$ cat config.mk
export PLATFORM = sky130hd
export DESIGN_NAME = tc_readout
export DESIGN_NICKNAME = d
export VERILOG_FILES = /design/src/hdl/tc_readout_pkg.sv /design/src/hdl/tc_pin_sync.sv /design/src/hdl/tc_readout.sv
export SDC_FILE = /design/constraint.sdc
export NUM_CORES = 1
export LEC_CHECK = 0
export ABC_AREA = 0
export BUFFER_PORTS_ARGS = -buffer_cell sky130_fd_sc_hd__buf_2
export CAP_MARGIN = 25
export CORE_MARGIN = 3
export CORE_UTILIZATION = 59
export CTS_BUF_LIST = sky130_fd_sc_hd__clkbuf_16
export DETAILED_ROUTE_END_ITERATION = 10
export PLACE_DENSITY = 0.8
export SLEW_MARGIN = 20
export SYNTH_ARGS = -nofsm -noshare
export SYNTH_HDL_FRONTEND = slang
export SYNTH_SLANG_ARGS = --single-unit
$ cat constraint.sdc
create_clock -name pclk -period 1.95 [get_ports pclk]
set_clock_uncertainty 0.05 [all_clocks]
set_input_delay 0 -clock pclk [delete_from_list [all_inputs] [get_ports pclk]]
set_output_delay 0 -clock pclk [all_outputs]
set_load 0.02 [all_outputs]
$ cat src/hdl/tc_readout_pkg.sv
// constants, register map and state encoding of the thermocouple serial readout
package tc_readout_pkg;

	////////////////////////////////////////////////////////////////////////////////
	// clock and timing
	localparam int CLK_HZ        = 40_000_000;                    // pclk rate
	localparam int MS_PER_S      = 1000;                          // unit conversion
	localparam int CONV_TIME_MS  = 100;                           // one conversion period
	localparam int CONV_CYCLES   = CLK_HZ / MS_PER_S * CONV_TIME_MS; // longest time, rounds down
	localparam int CONV_CNT_W    = 32;                            // conversion counter width

	////////////////////////////////////////////////////////////////////////////////
	// serial frame layout
	localparam int FRAME_BITS    = 32;                            // bits in a full frame
	localparam int CNT_W         = 6;                             // bit counter width
	localparam int TC_W          = 14;                            // thermocouple field width
	localparam int REF_W         = 12;                            // reference field width
	localparam int FAULT_W       = 3;                             // fault flag count
	localparam int TC_MSB        = 31;                            // thermocouple sign bit
	localparam int TC_LSB        = 18;                            // thermocouple lsb
	localparam int REF_MSB       = 15;                            // reference sign bit
	localparam int REF_LSB       = 4;                             // reference lsb
	localparam int SUPPLY_BIT    = 2;                             // short to supply
	localparam int GROUND_BIT    = 1;                             // short to ground
	localparam int OPEN_BIT      = 0;                             // open connection
	localparam logic [CNT_W-1:0] LAST_CNT = 6'h1f;                // count before the 32nd edge
	localparam logic [CNT_W-1:0] FULL_CNT = 6'h20;                // full frame count

	////////////////////////////////////////////////////////////////////////////////
	// apb register map (byte addresses)
	localparam int ADDR_W        = 8;                             // decoded address width
	localparam logic [ADDR_W-1:0] OFS_CTRL     = 8'h00;           // control
	localparam logic [ADDR_W-1:0] OFS_TC_DATA  = 8'h04;           // staged thermocouple value
	localparam logic [ADDR_W-1:0] OFS_REF_DATA = 8'h08;           // staged reference value
	localparam logic [ADDR_W-1:0] OFS_FAULT    = 8'h0c;           // staged fault flags
	localparam logic [ADDR_W-1:0] OFS_STATUS   = 8'h10;           // link status
	localparam logic [ADDR_W-1:0] OFS_INT_STAT = 8'h14;           // sticky events, w1c
	localparam logic [ADDR_W-1:0] OFS_INT_MASK = 8'h18;           // interrupt mask
	localparam logic [ADDR_W-1:0] OFS_LIVE     = 8'h1c;           // frame word on offer
	localparam int CTRL_EN_BIT   = 0;                             // conversion enable
	localparam int STAT_ACT_BIT  = 0;                             // frame in progress
	localparam int STAT_PEND_BIT = 1;                             // update waiting for select high
	localparam int STAT_CNT_LSB  = 8;                             // bit count field
	localparam int INT_W         = 3;                             // event count
	localparam int INT_DONE      = 0;                             // full frame read
	localparam int INT_ABORT     = 1;                             // frame cut short
	localparam int INT_UPD       = 2;                             // frame data refreshed

	////////////////////////////////////////////////////////////////////////////////
	// link state machine
	typedef enum logic [2:0] {
		ST_IDLE  = 3'b001,                                        // select high
		ST_SHIFT = 3'b010,                                        // bits going out
		ST_DONE  = 3'b100                                         // all 32 bits sent
	} link_state_t;

endpackage

$ cat src/hdl/tc_pin_sync.sv
// two-stage synchroniser for pins arriving from outside the pclk domain
module tc_pin_sync #(
	parameter int                WIDTH     = 2,          // number of pins
	parameter logic [WIDTH-1:0]  RESET_VAL = '0          // idle level of the pins
) (
	input  wire logic             pclk,                 // system clock
	input  wire logic             presetn,              // async reset, active low
	input  wire logic [WIDTH-1:0] pin_in,               // raw pins
	output logic      [WIDTH-1:0] pin_sync              // synchronised levels
);

	logic [WIDTH-1:0] meta_ff;                           // first stage, read only by stage two
	logic [WIDTH-1:0] sync_ff;                           // second stage

	////////////////////////////////////////////////////////////////////////////////
	// one generate loop, two flops per pin
	for (genvar i = 0; i < WIDTH; i++) begin : g_bit
		always_ff @(posedge pclk or negedge presetn) begin
			if (!presetn) begin
				meta_ff[i] <= RESET_VAL[i];
				sync_ff[i] <= RESET_VAL[i];
			end else begin
				meta_ff[i] <= pin_in[i];
				sync_ff[i] <= meta_ff[i];
			end
		end
	end

	assign pin_sync = sync_ff;

endmodule

$ cat src/hdl/tc_readout.sv
// serial readout port of a thermocouple converter with apb staging registers
// Operation
// full frame is 32 clocks, all fields
// host pulls select low, then clocks
// select fall puts sign bit out
// msb first, change on falling clock
// host may raise select early
// data refresh only while select high
// 14 clocks give thermocouple value only
// bits 31..18 thermocouple, quarter degree
// bits 15..4 reference, sixteenth degree
// bits 2,1,0 supply, ground, open faults
// thermocouple field two's complement quarters
// reference field two's complement sixteenths
// host waits 200 ms after power
// one conversion per 100 ms
// output only, no host data in
// data line released while select high
module tc_readout
	import tc_readout_pkg::*;
#(
	parameter int CONV_PERIOD = tc_readout_pkg::CONV_CYCLES       // pclk cycles per conversion
) (
	input  wire logic                             pclk,          // system clock
	input  wire logic                             presetn,       // async reset, active low
	input  wire logic [tc_readout_pkg::ADDR_W-1:0] paddr,        // apb address
	input  wire logic                             psel,          // apb select
	input  wire logic                             penable,       // apb enable
	input  wire logic                             pwrite,        // apb direction
	input  wire logic [31:0]                      pwdata,        // apb write data
	output logic                                  pready,        // apb ready
	output logic      [31:0]                      prdata,        // apb read data
	output logic                                  pslverr,       // apb error
	input  wire logic                             sclk,          // serial clock pin
	input  wire logic                             cs_n,          // select pin, active low
	output logic                                  sdo,           // serial data out
	output logic                                  sdo_oe,        // serial data drive enable
	output logic                                  irq            // level interrupt
);

	import tc_readout_pkg::*;

	////////////////////////////////////////////////////////////////////////////////
	// declarations
	logic [1:0]            pins_sync;            // {cs_n, sclk} after two flops
	logic                  sclk_s;               // synced serial clock
	logic                  cs_act;               // synced select active
	logic                  sclk_d_ff;            // previous sclk level
	logic                  cs_act_d_ff;          // previous select level
	logic                  sclk_rise;            // host samples here
	logic                  sclk_fall;            // device shifts here
	logic                  cs_fall;              // frame start
	logic                  cs_rise;              // frame end
	link_state_t           state_ff;             // link state
	link_state_t           nxt_state;            // next link state
	logic [CNT_W-1:0]      bit_cnt_ff;           // rising edges seen in frame
	logic [FRAME_BITS-1:0] shift_ff;             // outgoing frame
	logic                  sdo_ff;               // data pin register
	logic                  sdo_oe_ff;            // drive enable register
	logic                  ctrl_en_ff;           // conversion enable
	logic [TC_W-1:0]       tc_stage_ff;          // staged thermocouple value
	logic [REF_W-1:0]      ref_stage_ff;         // staged reference value
	logic [FAULT_W-1:0]    fault_stage_ff;       // staged fault flags
	logic [TC_W-1:0]       tc_live_ff;           // thermocouple value on offer
	logic [REF_W-1:0]      ref_live_ff;          // reference value on offer
	logic [FAULT_W-1:0]    fault_live_ff;        // fault flags on offer
	logic [CONV_CNT_W-1:0] conv_cnt_ff;          // conversion period counter
	logic                  conv_wrap;            // end of a conversion period
	logic                  conv_due_ff;          // fresh data waiting
	logic                  upd_go;               // copy stage into live now
	logic [FRAME_BITS-1:0] frame_word;           // assembled frame
	logic [INT_W-1:0]      int_stat_ff;          // sticky events
	logic [INT_W-1:0]      int_mask_ff;          // interrupt mask
	logic [INT_W-1:0]      int_evt;              // events this cycle
	logic                  frame_done;           // 32nd rising edge
	logic                  frame_abort;          // select rose early
	logic                  apb_wr;               // write takes effect
	logic                  apb_setup;            // setup phase
	logic                  addr_hit;             // address is mapped
	logic [31:0]           rd_mux;               // read data selection
	logic [31:0]           prdata_ff;            // registered read data
	logic [31:0]           status_word;          // status register view

	////////////////////////////////////////////////////////////////////////////////
	// pin synchronisers, both pins pass two flops before any logic
	tc_pin_sync #(
		.WIDTH     (2),
		.RESET_VAL (2'b10)
	) u_pin_sync (
		.pclk     (pclk),
		.presetn  (presetn),
		.pin_in   ({cs_n, sclk}),
		.pin_sync (pins_sync)
	);

	assign sclk_s = pins_sync[0];
	assign cs_act = ~pins_sync[1];

	// edge history of the synced pins
	always_ff @(posedge pclk or negedge presetn) begin
		if (!presetn) begin
			sclk_d_ff   <= 1'b0;
			cs_act_d_ff <= 1'b0;
		end else begin
			sclk_d_ff   <= sclk_s;
			cs_act_d_ff <= cs_act;
		end
	end

	// edge decode
	assign sclk_rise = sclk_s & ~sclk_d_ff;
	assign sclk_fall = ~sclk_s & sclk_d_ff;
	assign cs_fall   = cs_act & ~cs_act_d_ff;
	assign cs_rise   = ~cs_act & cs_act_d_ff;

	////////////////////////////////////////////////////////////////////////////////
	// frame assembly; reserved bits 17, 16 and 3 send zero
	// fields pass straight through as two's complement codes
	assign frame_word = {tc_live_ff,
	                     2'b00,
	                     ref_live_ff,
	                     1'b0,
	                     fault_live_ff};

	////////////////////////////////////////////////////////////////////////////////
	// link state machine
	always_comb begin
		nxt_state = state_ff;
		case (state_ff)
			ST_IDLE: begin
				if (cs_fall) begin
					nxt_state = ST_SHIFT;
				end
			end
			ST_SHIFT: begin
				if (!cs_act) begin
					nxt_state = ST_IDLE;
				end else if (sclk_rise && bit_cnt_ff == LAST_CNT) begin
					nxt_state = ST_DONE;
				end
			end
			ST_DONE: begin
				if (!cs_act) begin
					nxt_state = ST_IDLE;
				end
			end
			default: begin
				nxt_state = ST_IDLE;
			end
		endcase
	end

	// state register
	always_ff @(posedge pclk or negedge presetn) begin
		if (!presetn) begin
			state_ff <= ST_IDLE;
		end else begin
			state_ff <= nxt_state;
		end
	end

	// frame events; a partial read of 14 bits ends as an abort
	assign frame_done  = (state_ff == ST_SHIFT) && cs_act && sclk_rise
	                     && bit_cnt_ff == LAST_CNT;
	assign frame_abort = (state_ff == ST_SHIFT) && !cs_act;

	// rising-edge counter, cleared at each frame start
	always_ff @(posedge pclk or negedge presetn) begin
		if (!presetn) begin
			bit_cnt_ff <= '0;
		end else if (cs_fall) begin
			bit_cnt_ff <= '0;
		end else if (state_ff == ST_SHIFT && sclk_rise) begin
			bit_cnt_ff <= bit_cnt_ff + 6'h01;
		end
	end

	////////////////////////////////////////////////////////////////////////////////
	// shifter: sign bit at select fall, next bit at each falling clock
	// the pin is only an output; nothing is sampled from the host
	always_ff @(posedge pclk or negedge presetn) begin
		if (!presetn) begin
			shift_ff  <= '0;
			sdo_ff    <= 1'b0;
			sdo_oe_ff <= 1'b0;
		end else if (cs_fall) begin
			shift_ff  <= frame_word;
			sdo_ff    <= frame_word[FRAME_BITS-1];
			sdo_oe_ff <= 1'b1;
		end else if (!cs_act) begin
			sdo_ff    <= 1'b0;
			sdo_oe_ff <= 1'b0;
		end else if (sclk_fall) begin
			shift_ff  <= {shift_ff[FRAME_BITS-2:0], 1'b0};
			sdo_ff    <= shift_ff[FRAME_BITS-2];
		end
	end

	assign sdo    = sdo_ff;
	assign sdo_oe = sdo_oe_ff;

	////////////////////////////////////////////////////////////////////////////////
	// conversion timer; fresh data is offered once per period at most
	assign conv_wrap = ctrl_en_ff
	                   && conv_cnt_ff == CONV_CNT_W'(CONV_PERIOD - 1);

	always_ff @(posedge pclk or negedge presetn) begin
		if (!presetn) begin
			conv_cnt_ff <= '0;
		end else if (!ctrl_en_ff || conv_wrap) begin
			conv_cnt_ff <= '0;
		end else begin
			conv_cnt_ff <= conv_cnt_ff + 32'h1;
		end
	end

	// a finished conversion waits while select is low
	assign upd_go = conv_due_ff && !cs_act && !cs_act_d_ff;

	always_ff @(posedge pclk or negedge presetn) begin
		if (!presetn) begin
			conv_due_ff <= 1'b0;
		end else if (conv_wrap) begin
			conv_due_ff <= 1'b1;
		end else if (upd_go) begin
			conv_due_ff <= 1'b0;
		end
	end

	// live data, refreshed only with select high
	always_ff @(posedge pclk or negedge presetn) begin
		if (!presetn) begin
			tc_live_ff    <= '0;
			ref_live_ff   <= '0;
			fault_live_ff <= '0;
		end else if (upd_go) begin
			tc_live_ff    <= tc_stage_ff;
			ref_live_ff   <= ref_stage_ff;
			fault_live_ff <= fault_stage_ff;
		end
	end

	////////////////////////////////////////////////////////////////////////////////
	// apb decode; zero wait states
	assign apb_setup = psel & ~penable;
	assign apb_wr    = psel & penable & pwrite;
	assign addr_hit  = paddr == OFS_CTRL || paddr == OFS_TC_DATA
	                   || paddr == OFS_REF_DATA || paddr == OFS_FAULT
	                   || paddr == OFS_STATUS || paddr == OFS_INT_STAT
	                   || paddr == OFS_INT_MASK || paddr == OFS_LIVE;
	assign pready    = 1'b1;
	assign pslverr   = psel & penable & ~addr_hit;

	// status view: active, pending update, bit count
	assign status_word = {18'h0, bit_cnt_ff, 6'h0, conv_due_ff, cs_act};

	// read selection
	assign rd_mux = (paddr == OFS_CTRL)     ? {31'h0, ctrl_en_ff} :
	                (paddr == OFS_TC_DATA)  ? {18'h0, tc_stage_ff} :
	                (paddr == OFS_REF_DATA) ? {20'h0, ref_stage_ff} :
	                (paddr == OFS_FAULT)    ? {29'h0, fault_stage_ff} :
	                (paddr == OFS_STATUS)   ? status_word :
	                (paddr == OFS_INT_STAT) ? {29'h0, int_stat_ff} :
	                (paddr == OFS_INT_MASK) ? {29'h0, int_mask_ff} :
	                (paddr == OFS_LIVE)     ? frame_word : 32'h0;

	// read data captured in the setup phase
	always_ff @(posedge pclk or negedge presetn) begin
		if (!presetn) begin
			prdata_ff <= '0;
		end else if (apb_setup) begin
			prdata_ff <= rd_mux;
		end
	end

	assign prdata = prdata_ff;

	// writable registers
	always_ff @(posedge pclk or negedge presetn) begin
		if (!presetn) begin
			ctrl_en_ff     <= 1'b0;
			tc_stage_ff    <= '0;
			ref_stage_ff   <= '0;
			fault_stage_ff <= '0;
			int_mask_ff    <= '0;
		end else if (apb_wr) begin
			case (paddr)
				OFS_CTRL:     ctrl_en_ff     <= pwdata[CTRL_EN_BIT];
				OFS_TC_DATA:  tc_stage_ff    <= pwdata[TC_W-1:0];
				OFS_REF_DATA: ref_stage_ff   <= pwdata[REF_W-1:0];
				OFS_FAULT:    fault_stage_ff <= pwdata[FAULT_W-1:0];
				OFS_INT_MASK: int_mask_ff    <= pwdata[INT_W-1:0];
				default: begin
				end
			endcase
		end
	end

	////////////////////////////////////////////////////////////////////////////////
	// interrupts: sticky, write one to clear, a new event wins over the clear
	assign int_evt[INT_DONE]  = frame_done;
	assign int_evt[INT_ABORT] = frame_abort;
	assign int_evt[INT_UPD]   = upd_go;

	always_ff @(posedge pclk or negedge presetn) begin
		if (!presetn) begin
			int_stat_ff <= '0;
		end else if (apb_wr && paddr == OFS_INT_STAT) begin
			int_stat_ff <= (int_stat_ff & ~pwdata[INT_W-1:0]) | int_evt;
		end else begin
			int_stat_ff <= int_stat_ff | int_evt;
		end
	end

	assign irq = |(int_stat_ff & int_mask_ff);
endmodule

# Word level (Yosys, flattened, before mapping)
# Cells that the tools add are included.
classes:
  n_addsub: 2
  n_eq_ne: 16
  mux: 27
  n_bitwise: 18
  n_reduce_logical: 34
ops:
  columns: ["cell", "n"]
  rows:
  - ["$mux 32", 9]
  - ["$mux 31", 3]
  - ["$add 32x1->32 const B", 1]
  - ["$eq 32x22->1 const B", 1]
  - ["$eq 8x5->1 const B", 4]
  - ["$eq 8x4->1 const B", 2]
  - ["$mux 3", 5]
  - ["$mux 6", 2]
  - ["$reduce_and 2->1", 6]
  - ["$logic_and 1x1->1", 10]
  - ["$pmux 3 s3", 1]
  - ["$eq 8x3->1 const B", 1]
  - ["$logic_not 8->1", 1]
  - ["$logic_or 1x1->1", 8]
  - ["$reduce_bool 2->1", 4]
  - ["$and 1x1->1", 7]
  - ["$mux 1", 7]
  - ["$add 6x1->6 const B", 1]
  - ["$and 3x3->3", 2]
  - ["$eq 6x5->1 const B", 1]
  - ["$not 1->1", 6]
  - ["$or 3x3->3", 2]
  - ["$ne 2x2->1 const B", 2]
  - ["$eq 3x1->1 const B", 1]
  - ["other kinds (9)", 10]
word_totals:
  regBits: 178
  in_bits: 47
  output_inout_bits: 37
  elab_cells: 120

# Logic depth before layout (Yosys ltp)
# Gate-level depths: netlist (run 1).
depth:
  ltp_word: 10
  mapped_depth: 7
  ltp_nobuf: 6

# Hierarchy
# A second synthesis (run 1) with hierarchy kept.
hier_totals:
  hier_cells: 706
  area_unflattened_um2: 7980.2
by_module_without_submodules:
  columns: ["module", "instances", "cells_each", "area_per_inst_um2"]
  rows:
  - ["tc_readout", 1, 702, 7877.6]
  - ["tc_pin_sync", 1, 4, 102.6]

# Worst setup path before layout (run 1)
# Ideal clock, no wire load.
synth_timing:
  path_kind: "register -> register"
  from: "reg conv_cnt_ff[27]"
  to: "reg conv_cnt_ff[22]"
  arrival_ns: 1.585
  slack_ns: 0.196
  path_stages_with_launch: 8
  n_path_buf: 2
  path_cell_list: "dfrtp_1 > nor4b_1 > nand4_1 > nor4_2 > a21bo_1 > buf_4 > buf_6 > nor2_1"
synth_between:
  elab_chain_cells: 4
synth_rtl:
  columns: ["element", "line_no", "text"]
  rows:
  - ["start, declared", "tc_readout.sv:67", "logic [CONV_CNT_W-1:0] conv_cnt_ff;"]
  - ["start signal, assigned", "tc_readout.sv:213", "conv_cnt_ff <= conv_cnt_ff + 32'h1;"]
  - ["$eq 32x22->1", "tc_readout.sv:205", "&& conv_cnt_ff == CONV_CNT_W'(CONV_PERIOD - 1);"]
  - ["$logic_and 1x1->1", "tc_readout.sv:205", null]
  - ["$logic_or 1x1->1", "tc_readout.sv:210", "end else if (!ctrl_en_ff || conv_wrap) begin"]
  - ["$mux 32", "tc_readout.sv:210", null]
# No other way between the ends.
# A chain may end at the register's enable or synchronous reset.

# Final worst setup path (run 1)
layout_timing:
  from: "reg conv_cnt_ff[9]"
  to: "reg conv_cnt_ff[27]"
layout_between:
  elab_chain_cells: 4
layout_rtl:
  columns: ["element", "line_no"]
  rows:
  - ["parallel branches: the longest is 3 deep, another holds $add 32x1->32", null]
  - ["$mux 32 (*)", "tc_readout.sv:210"]
# Every way passes the cells marked *.

==> impl_metrics.ini, run 1 <==
[sta]
slew_headroom_pct = 52.2
hold_viol_final = 0
slew_violations = 0
hold_ws_ps = 25.1
setup_viol = 0
worst_pin_slew_ps = 717
tns_ps = 0
min_period_over_period_pct = 95.5
fmax_mhz = 537
min_period_ps = 1860

[hold_path]
min_path_type = in2reg
min-delay-start = paddr[1]

[floorplanning]
initial_core_util_pct = 60.5
rows = 42
core_area_um2 = 13300
die_width_um = 123
io_pins = 84
dieArea_um2 = 15100
die_h_um = 123

[job]
maxCapViolCount = 0

[power_and_ir_drop]
leakage_nw = 4.30
power_density_nw_per_um2 = 814
ir_drop_uv = 548

[yosys]
avgSynthCellArea_um2 = 11.0
ys_seq_elements = 176
syn_area_um2 = 8050
ys_seq_area_share_pct = 54.8
synth-main-ff-cell = dfrtp_1
synth.area.top_cells = dfrtp_1 (54%), mux2_2 (9.0%), mux2i_1 (3.7%)
synth_top_cell_area_share_pct = 53.8
yosys_warnings = 0
synth.most_common_cell = dfrtp_1
yosys-top-cells-count = dfrtp_1 (173), nor2_1 (80), nand2_1 (70)
ys_async_sr_fraction_pct = 100
netlist_instances = 732
synthDistinctLibCells = 60
synth_edf_count = 0
yosys.area.top_type = dfrtp_1

[clocking]
htreeDepth = 4
cts_tree = yes
clkSinkCount = 176
path_clk_slew_ps = 70
cts_buffers = 17
clk_latency_ps = 440
cts_root_buf = clkbuf_16
clockBufferDepth = 2

[worst_setup_path]
max_stage_delay_ps = 460
crit_required_ps = 2220
slowest_stage = nor4_1
r2r_start = conv_cnt_ff[9]$_DFF_PN0_
crit_fanout = 17
path_class = reg2reg
cp-end-kind = flip-flop
startpoint_type = flip-flop
crit_chain = and4_1 > nand3_4 > nor4_1 > xnor2_1 > nor2_1
worstPathArrival_ps = 2140
critPathLaunch = conv_cnt_ff[9]$_DFF_PN0_

[final_layout]
register_area_um2 = 4410
areaGrowthSynthToFinish_pct = 17.4
fillers = 898
antenna_cells = 0
nets = 868
stdcell_area_um2 = 9450
multi_input_area_um2 = 3460
final_layout_size_suffix_gt1_share_pct = 25.1

[placed_design]
gp_congestion = 0.875
io_buffers = 62
place_area_um2 = 8680
dp_hpwl_mm = 12.9

[routing]
vias = 6178
wl_per_cell_um = 19.3
drt-total-wl_mm = 19.4
drc = 0
avgViaCountPerCell = 6.13
first_iter_violations = 552
antenna_left = 0
drtPass1Iterations = 5

[grt]
gr-usage-met2_pct = 42.0
grt_util_met3_pct = 6.96
antenna_found_initial = 1
grt_pass1_vias = 6086
gr-usage-all-layers_pct = 26.8
busiest_layer = met2
grt_pass1_wl_mm = 31.0
use_met1_pct = 35.7
grt-ovfl-total = 0
grt_max_degree = 75

[outcome]
status = finished, final reports clean
power by group:
part	internal, W	switching (W)	total, W
logic	0.000235	0.000357	0.000592
clock network	0.00175	0.00145	0.00320
registers	0.00379	0.0000996	0.00389
total	0.00578	0.00191	0.00769
registers in the layout, summed over array words and instances, names as in the netlist, 2 cells and up:
| name | flops |
|---|---|
| bit_cnt_ff | 6 |
| conv_cnt_ff | 32 |
| fault_live_ff | 3 |
| fault_stage_ff | 3 |
| int_mask_ff | 3 |
| int_stat_ff | 3 |
| prdata | 30 |
| ref_live_ff | 12 |
| ref_stage_ff | 12 |
| shift_ff | 31 |
| state_ff | 3 |
| tc_live_ff | 14 |
| tc_stage_ff | 14 |
| u_pin_sync.meta_ff | 2 |
| u_pin_sync.pin_sync | 2 |
logic make-up after synthesis:
group                    Yosys count  share of synthesized area, %
adder cells (fa/ha/maj)            2                         0.311
AND/OR/NAND/NOR                  245                          15.2
flip-flops                       176                          54.8
AO/OA/AOI/OAI                    126                          9.77
multiplexers                      96                          13.3
other                              2                        0.0933
XOR/XNOR                          32                          3.48
buffers and inverters             53                          3.08
placed cells by master, fill, tap and decap left out, types with 5 or more instances in the layout:
cell           synthesis  layout
nand3_1               22      22
o21ai_0               22      22
buf_4                  5      24
nor4_1                10       8
xor2_1                 6       6
nand2_1               70      70
mux2i_1               30      30
nor3_1                15      15
nor2_1                80      79
mux2_2                64      64
a22oi_1                7       7
clkbuf_16              0      17
a21oi_1               53      52
buf_2                 12      61
clkinv_4               0       5
inv_1                 12      16
o31ai_1                6       6
xnor2_1               26      26
a22o_1                16      16
dfrtp_1              173     173
a211oi_1               5       5
and2_1                 5       5
dlygate4sd3_1          0      17
buf_12                 0       5
and3_1                 5       5
timing repair:
action,CTS,global route
pin swaps,0,2
setup buffers,1,0
gates resized for setup,0,8
hold buffers,17,0
setup endpoints to repair,1,30
hold endpoints to repair,109,0
worst paths after layout:
kind / endpoint / depth (start not counted) / slack (ps)
min reg2reg: u_pin_sync.pin_sync[0]$_DFF_PN0_ / 0 / 300
min in group asynchronous: tc_stage_ff[7]$_DFFE_PN0P_ / 2 / 120
max: conv_cnt_ff[27]$_DFF_PN0_ / 5 / 90
min: int_stat_ff[0]$_DFF_PN0_ / 6 / 30
max reg2reg: conv_cnt_ff[27]$_DFF_PN0_ / 5 / 90
max in group asynchronous: u_pin_sync.meta_ff[1]$_DFF_PN1_ / 3 / 1000
routing by layer:
| metal | share of wire [%] | up-vias |
|---|---|---|
| met4 | 2.5 | 2 |
| met3 | 6.7 | 50 |
| li1 | - | 2752 |
| met5 | 0.067 | - |
| met1 | 42 | 3110 |
| met2 | 48 | 264 |
stage by stage:
stage | setup WS (ps) | total power (W) | std cells | util [%]
floorplan | 196 | 0.00425 | 733 | -
global placement | 87.0 | 0.00448 | 957 | 65.1
detailed placement | 27.8 | 0.00451 | 958 | 65.3
CTS | 7.30 | 0.00769 | 1008 | 70.7
global route | -31.3 | 0.00795 | 1008 | 71.1
finish | 88.4 | 0.00769 | 1008 | 71.1
worst max-delay path, delay by kind of cell (launching register included):
kind                      cells  cell delay, ps
DFF                           1             440
xor gates and xnor gates      1             190
and+or+nand+nor               4            1070
layout make-up:
type,count,area share (%)
sequential,176,46.7
multi-input combinational,504,36.6
timing repair buffer,108,8.12
clock buffer,17,4.50
tap,176,2.33
clock inverter,15,1.32
inverter,12,0.477
Power figures use the tool's default switching activity.
==> run 2: changes to the inputs <==
- CORE_ASPECT_RATIO: default -> 0.8
==> impl_metrics.ini, run 2 (same netlist as run 1, synthesis figures left out) <==
[outcome]
status = finished, final reports clean

[final_layout]
areaGrowthSynthToFinish_pct = 18.2
largest_reg_flops = 32
final_layout_size_suffix_gt1_share_pct = 25.5
nets = 874
final_common_cell = dfrtp_1
regMostFlops = conv_cnt_ff
final_cell_mix = dfrtp_1 (172), nor2_1 (79), nand2_1 (70), mux2_2 (64), buf_2 (61)
multi_input_area_um2 = 3430
instances_no_fill = 1014
fillers = 886
register_area_um2 = 4410

[placed_design]
io_buffers = 62
pre_cts_ws_ps = 65.2
dp_hpwl_mm = 13.2
gp_congestion = 0.877
dp_cells = 956

[grt]
grt_max_degree = 67
antenna_found_initial = 1
gr-usage-all-layers_pct = 27.0
grt-ovfl-total = 0
grt_pass1_wl_mm = 32.0
grt_pass1_vias = 6273

[floorplanning]
initial_core_util_pct = 61.4
die_h_um = 110
core_area_um2 = 13100
dieArea_um2 = 15100
io_pins = 84
die_width_um = 137
rows = 37

[worst_setup_path]
worstPathArrival_ps = 2150
max_stage_delay_ps = 590
path_class = reg2reg
crit_fanout = 5
slowest_stage = dfstp_2
crit_chain = inv_1 > mux4_2 > a32oi_1 > o21ai_0
cp-end-kind = flip-flop
startpoint_type = flip-flop
crit_required_ps = 2200

[clocking]
path_clk_slew_ps = 70
cts_buffers = 17
cts_root_buf = clkbuf_16
clockBufferDepth = 2
htreeDepth = 4
cts_tree = yes
clk_latency_ps = 430
clkSinkCount = 176

[routing]
vias = 6181
drt-total-wl_mm = 19.7
wl_per_cell_um = 19.4
drtPass1Iterations = 5
antenna_left = 0
drc = 0
first_iter_violations = 674
avgViaCountPerCell = 6.10

[power_and_ir_drop]
power_density_nw_per_um2 = 831
p_total_w = 0.00790
leakage_nw = 4.33
ir_drop_uv = 651

[sta]
slew_headroom_pct = 49.0
min_period_ps = 1900
slew_violations = 0
min_period_over_period_pct = 97.5
worst_pin_slew_ps = 763
setup_viol = 0
hold_viol_final = 0
finalWorstSetupSlack_ps = 49.1
fmax_mhz = 526

[job]
maxCapViolCount = 0

[hold_path]
min_path_type = in2reg
[run 2: layout make-up]
type / count / share of cell area [%]
sequential: 176 / 46.4
tap: 175 / 2.30
clock buffer: 17 / 4.47
inverter: 12 / 0.474
timing repair buffer: 114 / 8.57
clock inverter: 15 / 1.67
multi-input combinational: 504 / 36.1
antenna: 1 / 0.0263
[run 2: through the flow]
stage	util, %	hold WS [ps]	setup TNS (ps)	instance area, µm²
3_3_place_gp	65.9	-17.7	0	8640
6_report	72.6	18.2	0	9510
5_1_grt	72.6	47.2	-7.76	9510
3_5_place_dp	66.1	-10.8	0	8660
4_1_cts	72.1	2.12	0	9450
2_1_floorplan	-	-346	0	8050
[run 2: power breakdown]
group | internal [W] | switching [W]
sequential | 0.00379 | 0.000107
combinational | 0.000238 | 0.000358
clock | 0.00191 | 0.00149
[run 2: routing by layer]
| layer | vias up | global-route usage, % | wire (µm) |
|---|---|---|---|
| li1 | 2768 | - | - |
| met5 | - | 0 | 0 |
| met4 | 0 | 9.67 | 492 |
| met1 | 3125 | 38.3 | 8530 |
| met3 | 49 | 6.24 | 1490 |
| met2 | 239 | 40.9 | 9200 |
[run 2: repair_timing]
action,CTS,global route
resized for setup,0,5
hold buffers,20,0
hold endpoints to repair,139,0
setup buffers,0,5
endpoints found under the setup margin,0,39
[run 2: worst paths after layout]
check / startpoint / to / slack, ps / cells past startpoint
worst max-delay path: u_pin_sync.pin_sync[1]$_DFF_PN1_ / prdata[0]$_DFFE_PN0P_ / 50 / 4
worst min-delay path: paddr[5] / prdata[2]$_DFFE_PN0P_ / 20 / 4
worst max register to register: u_pin_sync.pin_sync[1]$_DFF_PN1_ / prdata[0]$_DFFE_PN0P_ / 50 / 4
worst min register to register: u_pin_sync.meta_ff[0]$_DFF_PN0_ / u_pin_sync.pin_sync[0]$_DFF_PN0_ / 300 / 0
max in group asynchronous: presetn / fault_live_ff[2]$_DFFE_PN0P_ / 1080 / 3
min in group asynchronous: presetn / conv_cnt_ff[24]$_DFF_PN0_ / 80 / 2
[run 2: critical path, delay by kind of cell (launching register included)]
kind,cells,cell delay [ps]
multiplexers,1,460
flip-flops,1,590
buffers and inverters,1,110
AO/OA/AOI/OAI,2,550
